File: config.mk
export PLATFORM = sky130hd
export DESIGN_NAME = p4g_port
export DESIGN_NICKNAME = d
export VERILOG_FILES = /design/src/hdl/p4g_pin_cell.v /design/src/hdl/p4g_port.v
export VERILOG_INCLUDE_DIRS = /design/src /design/src/hdl
export SDC_FILE = /design/constraint.sdc
export NUM_CORES = 1
export LEC_CHECK = 0
export BUFFER_PORTS_ARGS = -buffer_cell sky130_fd_sc_hd__buf_4
export CAP_MARGIN = 20
export CORE_UTILIZATION = 47
export CTS_CLUSTER_SIZE = 24
export DETAILED_ROUTE_END_ITERATION = 16
export HOLD_SLACK_MARGIN = 0.02
export PLACE_DENSITY_LB_ADDON = 0.2
export SETUP_SLACK_MARGIN = 0.2
export SYNTH_ARGS = -nofsm -noshare
export SYNTH_HDL_FRONTEND = slang
export SYNTH_SLANG_ARGS = --single-unit
File: constraint.sdc
create_clock -name ref_clk -period 1.8 [get_ports ref_clk]
set_input_delay 0.18 -clock ref_clk [delete_from_list [all_inputs] [get_ports ref_clk]]
set_output_delay 0.18 -clock ref_clk [all_outputs]
set_load 0.01 [all_outputs]
File: src/hdl/p4g_regs.vh
// Register map, reset values and widths for the port 4 GPIO block
// Functional notes
// - All areas 8-bit wide means port works as general-purpose I/O.
// - Any 16-bit area hands pins to the external data bus, direction ignored.
// - In 8-bit mode direction bit 1 drives the pin, 0 makes it input.
// - Direction register is 8-bit and write-only, one bit per pin.
// - Direction clears on reset and hardware standby, holds in software standby.
// - Software standby reinitializes neither bus width config nor direction.
// - Output pins keep driving through software standby in GPIO mode.
// - 8-bit read/write output latch drives each output pin.
// - Port read gives latch for output pins, live pin level for inputs.
// - Output latch clears on reset and hardware standby, holds in software standby.
// - Pull-up on only in 8-bit mode, direction 0 and pull-up bit 1.
// - Pull-up control clears on reset and hardware standby, holds in software standby.
// - Pull-ups off in reset, hardware standby and always in 16-bit mode.
`ifndef P4G_REGS_VH
`define P4G_REGS_VH
// ****************************************************************
// Register offsets (low 20 address bits)
// ****************************************************************
`define P4G_ADDR_W        20
`define P4G_OFS_DIR       20'h0_ee003
`define P4G_OFS_PULLUP    20'h0_ee03e
`define P4G_OFS_LATCH     20'h0_fffd3
// ****************************************************************
// Reset values and widths
// ****************************************************************
`define P4G_DATA_W        8
`define P4G_RST_DIR       8'h00
`define P4G_RST_PULLUP    8'h00
`define P4G_RST_LATCH     8'h00
`define P4G_RD_NONE       8'h00
`define P4G_AREAS_8BIT    8'h00
`endif

File: src/hdl/p4g_pin_cell.v
// One port pin: drive, pull-up gating and read-back selection
`timescale 1ns/1ps
module p4g_pin_cell (
  input  wire dir_bit,
  input  wire latch_bit,
  input  wire pullup_bit,
  input  wire gpio_mode,
  input  wire pulls_blocked,
  input  wire bus_out,
  input  wire bus_oe,
  input  wire pin_in,
  output wire pin_out,
  output wire pin_oe,
  output wire pullup_on,
  output wire read_bit
);
  // Data bus owns the pad in 16-bit mode whatever direction holds
  assign pin_out   = gpio_mode ? latch_bit : bus_out;
  assign pin_oe    = gpio_mode ? dir_bit : bus_oe;
  assign pullup_on = gpio_mode & ~pulls_blocked & ~dir_bit & pullup_bit;
  assign read_bit  = dir_bit ? latch_bit : pin_in;
endmodule // p4g_pin_cell

File: src/hdl/p4g_port.v
// Port 4 GPIO with data-bus takeover in 16-bit bus mode
//
// The strobed register port was decided locally.
`timescale 1ns/1ps
`include "p4g_regs.vh"
module p4g_port #(
  parameter WIDTH = 8
) (
  input  wire                   ref_clk,
  input  wire                   nrst,
  input  wire                   hw_standby,
  input  wire                   sw_standby,
  input  wire [7:0]             area_bus_width_config,
  input  wire [`P4G_ADDR_W-1:0] addr,
  input  wire [7:0]             wdata,
  input  wire                   wr_stb,
  input  wire                   rd_stb,
  output reg  [7:0]             rdata,
  input  wire [WIDTH-1:0]       data_bus_out,
  input  wire                   data_bus_oe,
  input  wire [WIDTH-1:0]       pin_in,
  output wire [WIDTH-1:0]       pin_out,
  output wire [WIDTH-1:0]       pin_oe,
  output wire [WIDTH-1:0]       pullup_on,
  output wire                   gpio_mode
);
  // ****************************************************************
  // Registers
  // ****************************************************************
  reg  [WIDTH-1:0] port_direction_r;
  reg  [WIDTH-1:0] port_output_latch_r;
  reg  [WIDTH-1:0] port_pullup_enable_r;
  wire [WIDTH-1:0] port_read;
  reg  [7:0]       rdata_nxt;

  function hit;
    input [`P4G_ADDR_W-1:0] a;
    input [`P4G_ADDR_W-1:0] ofs;
    begin
      hit = (a == ofs);
    end
  endfunction

  // Any set width bit means some area is 16-bit; no register stage
  assign gpio_mode = (area_bus_width_config == `P4G_AREAS_8BIT);

  // Hardware standby acts like reset; software standby leaves state alone
  always @(posedge ref_clk or negedge nrst) begin
    if (!nrst) begin
      port_direction_r     <= `P4G_RST_DIR;
      port_output_latch_r  <= `P4G_RST_LATCH;
      port_pullup_enable_r <= `P4G_RST_PULLUP;
    end else if (hw_standby) begin
      port_direction_r     <= `P4G_RST_DIR;
      port_output_latch_r  <= `P4G_RST_LATCH;
      port_pullup_enable_r <= `P4G_RST_PULLUP;
    end else if (wr_stb) begin
      // Writes still land in software standby; nothing here clears state
      if (hit(addr, `P4G_OFS_DIR))
        port_direction_r <= wdata[WIDTH-1:0];
      if (hit(addr, `P4G_OFS_LATCH))
        port_output_latch_r <= wdata[WIDTH-1:0];
      if (hit(addr, `P4G_OFS_PULLUP))
        port_pullup_enable_r <= wdata[WIDTH-1:0];
    end
  end

  // ****************************************************************
  // Read path
  // ****************************************************************
  // Direction register is write-only and reads as zero like unmapped space
  always @* begin
    rdata_nxt = `P4G_RD_NONE;
    if (hit(addr, `P4G_OFS_LATCH))
      rdata_nxt[WIDTH-1:0] = port_read;
    else if (hit(addr, `P4G_OFS_PULLUP))
      rdata_nxt[WIDTH-1:0] = port_pullup_enable_r;
    else if (hit(addr, `P4G_OFS_DIR))
      rdata_nxt = `P4G_RD_NONE;
  end

  always @(posedge ref_clk or negedge nrst) begin
    if (!nrst) begin
      rdata <= `P4G_RD_NONE;
    end else if (rd_stb) begin
      rdata <= rdata_nxt;
    end else begin
      rdata <= `P4G_RD_NONE;
    end
  end

  // ****************************************************************
  // Pins
  // ****************************************************************
  genvar i;
  generate
    for (i = 0; i < WIDTH; i = i + 1) begin : g_pin
      p4g_pin_cell u_cell (
        .dir_bit       (port_direction_r[i]),
        .latch_bit     (port_output_latch_r[i]),
        .pullup_bit    (port_pullup_enable_r[i]),
        .gpio_mode     (gpio_mode),
        .pulls_blocked (hw_standby | ~nrst),
        .bus_out       (data_bus_out[i]),
        .bus_oe        (data_bus_oe),
        .pin_in        (pin_in[i]),
        .pin_out       (pin_out[i]),
        .pin_oe        (pin_oe[i]),
        .pullup_on     (pullup_on[i]),
        .read_bit      (port_read[i])
      );
    end
  endgenerate
endmodule // p4g_port

==> summary.json, run 1 <==
{
  "result_of_the_run": {"value": "completed"},
  "cp-end-kind": {"value": "flop"},
  "num-nets-final": {"value": 343},
  "cts_made_buffers": {"value": 5},
  "achievable_freq": {"value": 567, "unit": "MHz"},
  "worst_skew_pair.late_latency": {"value": 0.28, "unit": "ns"},
  "drt-vias-per-instance": {"value": 5.27},
  "required_worst_endpoint": {"value": 1.96, "unit": "ns"},
  "post-route-drc-count": {"value": 0},
  "drive_gt1_frac": {"value": 0.465},
  "ctsLongestPathBuffers": {"value": 2},
  "pwr-share-comb": {"value": 0.152},
  "report.power.total": {"value": 1.56, "unit": "mW"},
  "dr_total_vias": {"value": 1761},
  "switching_share_of_power": {"value": 0.232},
  "leakagePower": {"value": 1.47, "unit": "nW"},
  "floorplan.io_pins": {"value": 92},
  "synth-seq-area-share": {"value": 0.400},
  "timing.max_cap.violations": {"value": 0},
  "clock_tree.root_cell": {"value": "sky130_fd_sc_hd__clkbuf_8"},
  "cp_slowest_stage_delay": {"value": 0.54, "unit": "ns"},
  "power.switching": {"value": 361, "unit": "µW"},
  "yosysUniqueCellTypes": {"value": 26},
  "worstPathBufferInverterCount": {"value": 1},
  "dieWidth": {"value": 67.3, "unit": "µm"},
  "max_slew.worst_pin.slew": {"value": 0.576, "unit": "ns"},
  "syn-instance-count": {"value": 204},
  "final_antenna_net_count": {"value": 0},
  "synth_area_leaders": {"value": "sky130_fd_sc_hd__dfrtp_1 40%, sky130_fd_sc_hd__mux2i_1 16%, sky130_fd_sc_hd__nand2b_1 10%"},
  "grt_use_total": {"value": 0.261},
  "cts_tree": {"value": "yes"},
  "netlist.top_cell.by_area": {"value": "sky130_fd_sc_hd__dfrtp_1"},
  "worstPathArrival": {"value": 1.93, "unit": "ns"},
  "clock_skew": {"value": 0.00405, "unit": "ns"},
  "worst_path_max_delay_cell": {"value": "sky130_fd_sc_hd__or4_4"},
  "most_used_cells_in_the_layout_excluding_fill_and_tap_cells": {"value": "97 x sky130_fd_sc_hd__buf_4, 32 x sky130_fd_sc_hd__mux2i_1, 32 x sky130_fd_sc_hd__nand2b_1, 32 x sky130_fd_sc_hd__dfrtp_1, 28 x sky130_fd_sc_hd__nand2_1"},
  "globalplace.congestion": {"value": 0.748},
  "clk_pin_slew_worst_paths": {"value": 0.07, "unit": "ns"},
  "firstDrtPassIters": {"value": 4},
  "ys.warnings.count": {"value": 0},
  "area_growth": {"value": 43.2, "unit": "%"},
  "maxSlewHeadroom": {"value": 0.614},
  "synth_top_family_by_area": {"value": "simple AND/OR/NAND/NOR gates"},
  "grt_first_pass_wirelength": {"value": 8510, "unit": "µm"},
  "placeableCoreArea": {"value": 4060, "unit": "µm²"},
  "synth.top_cell.area_share": {"value": 0.400},
  "synth_simple_gate_area_frac": {"value": 0.264},
  "finalMaxSlewViolations": {"value": 0},
  "postSynthAreaPerCell": {"value": 9.82, "unit": "µm²"},
  "timing.hold.ws": {"value": 0.180, "unit": "ns"},
  "synth_enable_flop_cells": {"value": 0},
  "peakVddDrop": {"value": 454, "unit": "µV"},
  "internal-power": {"value": 1.20, "unit": "mW"},
  "diodes": {"value": 0},
  "final_common_cell": {"value": "sky130_fd_sc_hd__buf_4"},
  "synth_fp_nets": {"value": 263},
  "synthesis.area": {"value": 2000, "unit": "µm²"},
  "timing.critical_path.max_delay_family": {"value": "simple AND/OR/NAND/NOR gates"},
  "cts_max_level": {"value": 2},
  "initial_utilization": {"value": 0.494},
  "grt_antenna_before_repair": {"value": 0},
  "clock_power_share": {"value": 0.387},
  "post_drt_wl_per_cell": {"value": 16.6, "unit": "µm"},
  "port-buffer-count": {"value": 90},
  "chipHeight": {"value": 67.3, "unit": "µm"},
  "final_util": {"value": 0.707},
  "setup.worst_path.class": {"value": "in -> reg"},
  "grt_overflow": {"value": 0},
  "critPathLaunchType": {"value": "input pin"},
  "post-route-min-period": {"value": 1.76, "unit": "ns"},
  "row_count": {"value": 23},
  "sequentialPowerShare": {"value": 0.461},
  "path_max_fanout": {"value": 8},
  "async_reset_ff_frac": {"value": 1.00},
  "dieArea": {"value": 4530, "unit": "µm²"},
  "setup_repair_after_global_routing_missed_its_margin": {"value": "yes"},
  "grt_start_max_net_pins": {"value": 35},
  "cp_cell_sequence": {"value": "buf_6 > or4_4 > or4_4 > or4_4 > mux2i_1"},
  "fin_crit_sh": {"value": 0.979},
  "drt_first_iter_violations": {"value": 110},
  "yosys-mux-area-fraction": {"value": 0.160},
  "grt_pass1_vias": {"value": 1830},
  "yosys_most_used_dff": {"value": "sky130_fd_sc_hd__dfrtp_1"},
  "cellPowerDensity": {"value": 544, "unit": "nW/µm²"},
  "min-delay-path-class": {"value": "in -> reg"},
  "drt-total-wl": {"value": 5560, "unit": "µm"},
  "crit_top_cell": {"value": "sky130_fd_sc_hd__or4_4"},
  "report.final.hold_viol_count": {"value": 0},
  "adder_cell_share_of_the_synthesized_area": {"value": 0},
  "synth-xor-area-share": {"value": 0},
  "synth_seq_cells": {"value": 32},
  "report.final.setup_viol": {"value": 0},
  "dp_hpwl": {"value": 3760, "unit": "µm"},
  "synth_compound_gate_area_share": {"value": 0.0650},
  "cts_num_sinks": {"value": 32}
}
==> flip-flops by register name, indices dropped and copies added (netlist names) <==
name	count
rdata	8
port_output_latch_r	8
port_direction_r	8
port_pullup_enable_r	8
==> worst paths after layout <==
| path | cells after the start | slack [ns] | from | end |
|---|---|---|---|---|
| worst max-delay path | 5 | 0.04 | addr[8] | port_pullup_enable_r[1] |
| min in group asynchronous | 3 | 0.46 | nrst | rdata[3] |
| worst max register to register | 2 | 0.90 | port_direction_r[1] | rdata[1] |
| max in group asynchronous | 2 | 0.95 | nrst | port_direction_r[7] |
| worst min register to register | 1 | 0.53 | port_pullup_enable_r[3] | rdata[3] |
| worst min-delay path | 3 | 0.18 | pin_in[4] | rdata[4] |
==> metrics by stage <==
| stage | cell area, µm² | setup WS [ns] | setup TNS (ns) | cells |
|---|---|---|---|---|
| final | 2870 | 0.0372 | 0 | 334 |
| after floorplan | 2010 | -0.117 | -1.74 | 204 |
| after CTS | 2830 | 0.0346 | 0 | 333 |
| after global routing | 2870 | -0.00519 | -0.00519 | 334 |
| after detailed placement | 2590 | -0.297 | -4.72 | 320 |
| after global placement | 2590 | -0.262 | -3.99 | 320 |
==> cells in the mapped netlist, types with 2 or more instances <==
master,n
sky130_fd_sc_hd__dfrtp_1,32
sky130_fd_sc_hd__mux2i_1,32
sky130_fd_sc_hd__nand2b_1,32
sky130_fd_sc_hd__nand2_1,28
sky130_fd_sc_hd__buf_4,24
sky130_fd_sc_hd__a21o_1,8
sky130_fd_sc_hd__o2bb2ai_1,8
sky130_fd_sc_hd__nor3b_1,7
sky130_fd_sc_hd__clkbuf_1,5
sky130_fd_sc_hd__nor4_1,5
sky130_fd_sc_hd__nand4_1,4
sky130_fd_sc_hd__nand3_1,3
sky130_fd_sc_hd__nor2_1,2
sky130_fd_sc_hd__or4_4,2
==> kinds of logic after synthesis <==
logic type             count (synthesis)
AND/OR/NAND/NOR                       91
buffers and inverters                 33
multiplexers                          32
AO/OA/AOI/OAI                         16
flip-flops                            32
==> worst min-delay path: cells and delay by family <==
| family | cells | cell delay [ns] |
|---|---|---|
| AO/OA/AOI/OAI | 1 | 0.11 |
| buffers and inverters | 1 | 0.08 |
| multiplexers | 1 | 0.07 |
==> power groups by stage <==
stage | clock (mW) | sequential, mW | combinational (mW)
after floorplan | 0 | 0.733 | 0.0927
after global placement | 0 | 0.732 | 0.221
after detailed placement | 0 | 0.732 | 0.224
after CTS | 0.607 | 0.719 | 0.235
after global routing | 0.640 | 0.718 | 0.257
final | 0.604 | 0.719 | 0.237
==> repair_timing <==
action,CTS,global route
hold buffers,2,0
setup buffers,4,1
pin swaps,1,6
endpoints found under the setup margin,33,40
hold endpoints to repair,11,0
gates resized for setup,16,8
==> layer usage <==
layer	wire (µm)	vias to the layer above	track usage	part of all wire
met3	274	11	0.0574	0.049
met1	2250	843	0.293	0.40
met5	0	-	0	0
li1	-	848	-	-
met2	2950	59	0.485	0.53
met4	84	0	0.0798	0.015
==> area by class of cell <==
class / count / area (µm²)
fill: 324 / 1190
multi-input combinational: 139 / 1080
inverter: 1 / 3.75
sequential: 32 / 801
clock buffer: 7 / 96.3
tap: 50 / 62.6
timing repair buffer: 105 / 825
Power figures use the tool's default switching activity.
==> run 2: changes to the inputs <==
--- a/config.mk
+++ b/config.mk
@@ -8,7 +8,7 @@
 export LEC_CHECK = 0
 export BUFFER_PORTS_ARGS = -buffer_cell sky130_fd_sc_hd__buf_4
 export CAP_MARGIN = 20
-export CORE_UTILIZATION = 47
+export CORE_UTILIZATION = 35
 export CTS_CLUSTER_SIZE = 24
 export DETAILED_ROUTE_END_ITERATION = 16
 export HOLD_SLACK_MARGIN = 0.02
==> summary.json, run 2 (same netlist as run 1, synthesis figures left out) <==
{
  "result_of_the_run": {"value": "completed"},
  "num-nets-final": {"value": 346},
  "drt-total-wl": {"value": 5440, "unit": "µm"},
  "grt_first_pass_wirelength": {"value": 8490, "unit": "µm"},
  "cp_slowest_stage_delay": {"value": 0.55, "unit": "ns"},
  "post-route-min-period": {"value": 1.76, "unit": "ns"},
  "most_used_cells_in_the_layout_excluding_fill_and_tap_cells": {"value": "97 x sky130_fd_sc_hd__buf_4, 32 x sky130_fd_sc_hd__mux2i_1, 32 x sky130_fd_sc_hd__nand2b_1, 32 x sky130_fd_sc_hd__dfrtp_1, 27 x sky130_fd_sc_hd__nand2_1"},
  "finalMaxSlewViolations": {"value": 0},
  "dp_hpwl": {"value": 3920, "unit": "µm"},
  "floorplan.io_pins": {"value": 92},
  "post-route-drc-count": {"value": 0},
  "cts_made_buffers": {"value": 5},
  "cp-end-kind": {"value": "flop"},
  "met3WireLength": {"value": 326, "unit": "µm"},
  "port-buffer-count": {"value": 90},
  "max_slew.worst_pin.slew": {"value": 0.462, "unit": "ns"},
  "grt_antenna_before_repair": {"value": 0},
  "cts_tree": {"value": "yes"},
  "dr_total_vias": {"value": 1755},
  "maxSlewHeadroom": {"value": 0.689},
  "worstPathArrival": {"value": 1.92, "unit": "ns"},
  "cts_num_sinks": {"value": 32},
  "firstDrtPassIters": {"value": 6},
  "post_drt_wl_per_cell": {"value": 15.1, "unit": "µm"},
  "timing.hold.ws": {"value": 0.178, "unit": "ns"},
  "dieArea": {"value": 6030, "unit": "µm²"},
  "report.final.hold_viol_count": {"value": 0},
  "area_growth": {"value": 48.4, "unit": "%"},
  "critPathLaunchType": {"value": "input pin"},
  "cts_max_level": {"value": 2},
  "grt_overflow": {"value": 0},
  "fin_crit_sh": {"value": 0.977},
  "top_layer": {"value": "met4"},
  "timing.max_cap.violations": {"value": 0},
  "clk_pin_slew_worst_paths": {"value": 0.07, "unit": "ns"},
  "dieWidth": {"value": 77.7, "unit": "µm"},
  "drt-vias-per-instance": {"value": 4.88},
  "drive_gt1_frac": {"value": 0.479},
  "clock_skew": {"value": 0.00314, "unit": "ns"},
  "grt_pass1_vias": {"value": 1759},
  "globalplace.congestion": {"value": 0.759},
  "placeableCoreArea": {"value": 5510, "unit": "µm²"},
  "worst_path_max_delay_cell": {"value": "sky130_fd_sc_hd__or4_4"},
  "cp_cell_sequence": {"value": "buf_6 > or4_4 > or4_4 > or4_4 > mux2i_1"},
  "met2_wirelength": {"value": 2810, "unit": "µm"},
  "drt_first_iter_violations": {"value": 93},
  "setup_repair_after_global_routing_missed_its_margin": {"value": "yes"},
  "required_worst_endpoint": {"value": 1.97, "unit": "ns"},
  "report.power.total": {"value": 1.64, "unit": "mW"},
  "chipHeight": {"value": 77.7, "unit": "µm"},
  "row_count": {"value": 27},
  "achievable_freq": {"value": 568, "unit": "MHz"},
  "grt_use_total": {"value": 0.185},
  "min-delay-path-class": {"value": "in -> reg"},
  "preCtsSetupSlack": {"value": -0.275, "unit": "ns"},
  "initial_utilization": {"value": 0.364},
  "clock_tree.root_cell": {"value": "sky130_fd_sc_hd__clkbuf_8"},
  "report.final.setup_viol": {"value": 0},
  "leakagePower": {"value": 1.49, "unit": "nW"},
  "final_util": {"value": 0.540},
  "place_area": {"value": 2660, "unit": "µm²"},
  "final_antenna_net_count": {"value": 0},
  "final_common_cell": {"value": "sky130_fd_sc_hd__buf_4"},
  "wire_length_the_detailed_router_placed_on_met1": {"value": 2240, "unit": "µm"},
  "ctsLongestPathBuffers": {"value": 2},
  "cellPowerDensity": {"value": 553, "unit": "nW/µm²"},
  "peakVddDrop": {"value": 361, "unit": "µV"},
  "setup.worst_path.class": {"value": "in -> reg"},
  "diodes": {"value": 0},
  "path_max_fanout": {"value": 8},
  "worst_skew_pair.late_latency": {"value": 0.28, "unit": "ns"},
  "grt_start_max_net_pins": {"value": 22},
  "post-route-cell-area": {"value": 2970, "unit": "µm²"},
  "crit_top_cell": {"value": "sky130_fd_sc_hd__or4_4"},
  "fin_ws": {"value": 0.0408, "unit": "ns"}
}
[run 2: power breakdown]
group | total, mW | internal (mW) | switching (mW)
Clock | 0.683 | 0.409 | 0.274
Combinational | 0.242 | 0.143 | 0.0991
Sequential | 0.719 | 0.719 | 0.000000368
Total | 1.64 | 1.27 | 0.373
[run 2: path summary, 6_finish.rpt]
| check | startpoint | end | slack [ns] | cells past startpoint |
|---|---|---|---|---|
| max | addr[8] | port_pullup_enable_r[7] | 0.04 | 5 |
| min reg2reg | port_pullup_enable_r[2] | rdata[2] | 0.52 | 1 |
| min in group asynchronous | nrst | port_pullup_enable_r[6] | 0.44 | 3 |
| max in group asynchronous | nrst | port_direction_r[3] | 1.11 | 3 |
| max reg2reg | port_direction_r[6] | rdata[6] | 0.74 | 4 |
| min | pin_in[2] | rdata[2] | 0.18 | 3 |
[run 2: timing repair]
item / in CTS / in global routing
buffers inserted: 2 / 2
resized for setup: 8 / 24
hold endpoints to repair: 32 / 0
setup endpoints to repair: 40 / 40
hold buffers: 1 / 0
pin swaps: 2 / 11
[run 2: area by class of cell]
type	count	area, µm²
clock buffers	5	68.8
clock inverters	3	42.5
fillers	506	2530
inverters	1	3.75
multi-input cells	139	1110
flip-flops and latches	32	801
well taps	72	90.1
repair buffers	108	860
[run 2: routing by layer]
metal | global-route usage | vias to the layer above
li1 | - | 852
met1 | 0.213 | 840
met2 | 0.328 | 57
met3 | 0.0459 | 6
met4 | 0.0660 | 0
met5 | 0 | -
[run 2: critical path: cells and delay by family]
| kind | cells | cell delay, ns |
|---|---|---|
| buffers and inverters | 1 | 0.09 |
| muxes | 1 | 0.16 |
| and+or+nand+nor | 3 | 1.50 |
[run 2: stage by stage]
stage | TNS, ns | instances
after global routing | 0 | 360
after detailed placement | -4.23 | 347
after CTS | 0 | 358
after global placement | -3.99 | 347
final | 0 | 360
after floorplan | -1.74 | 204
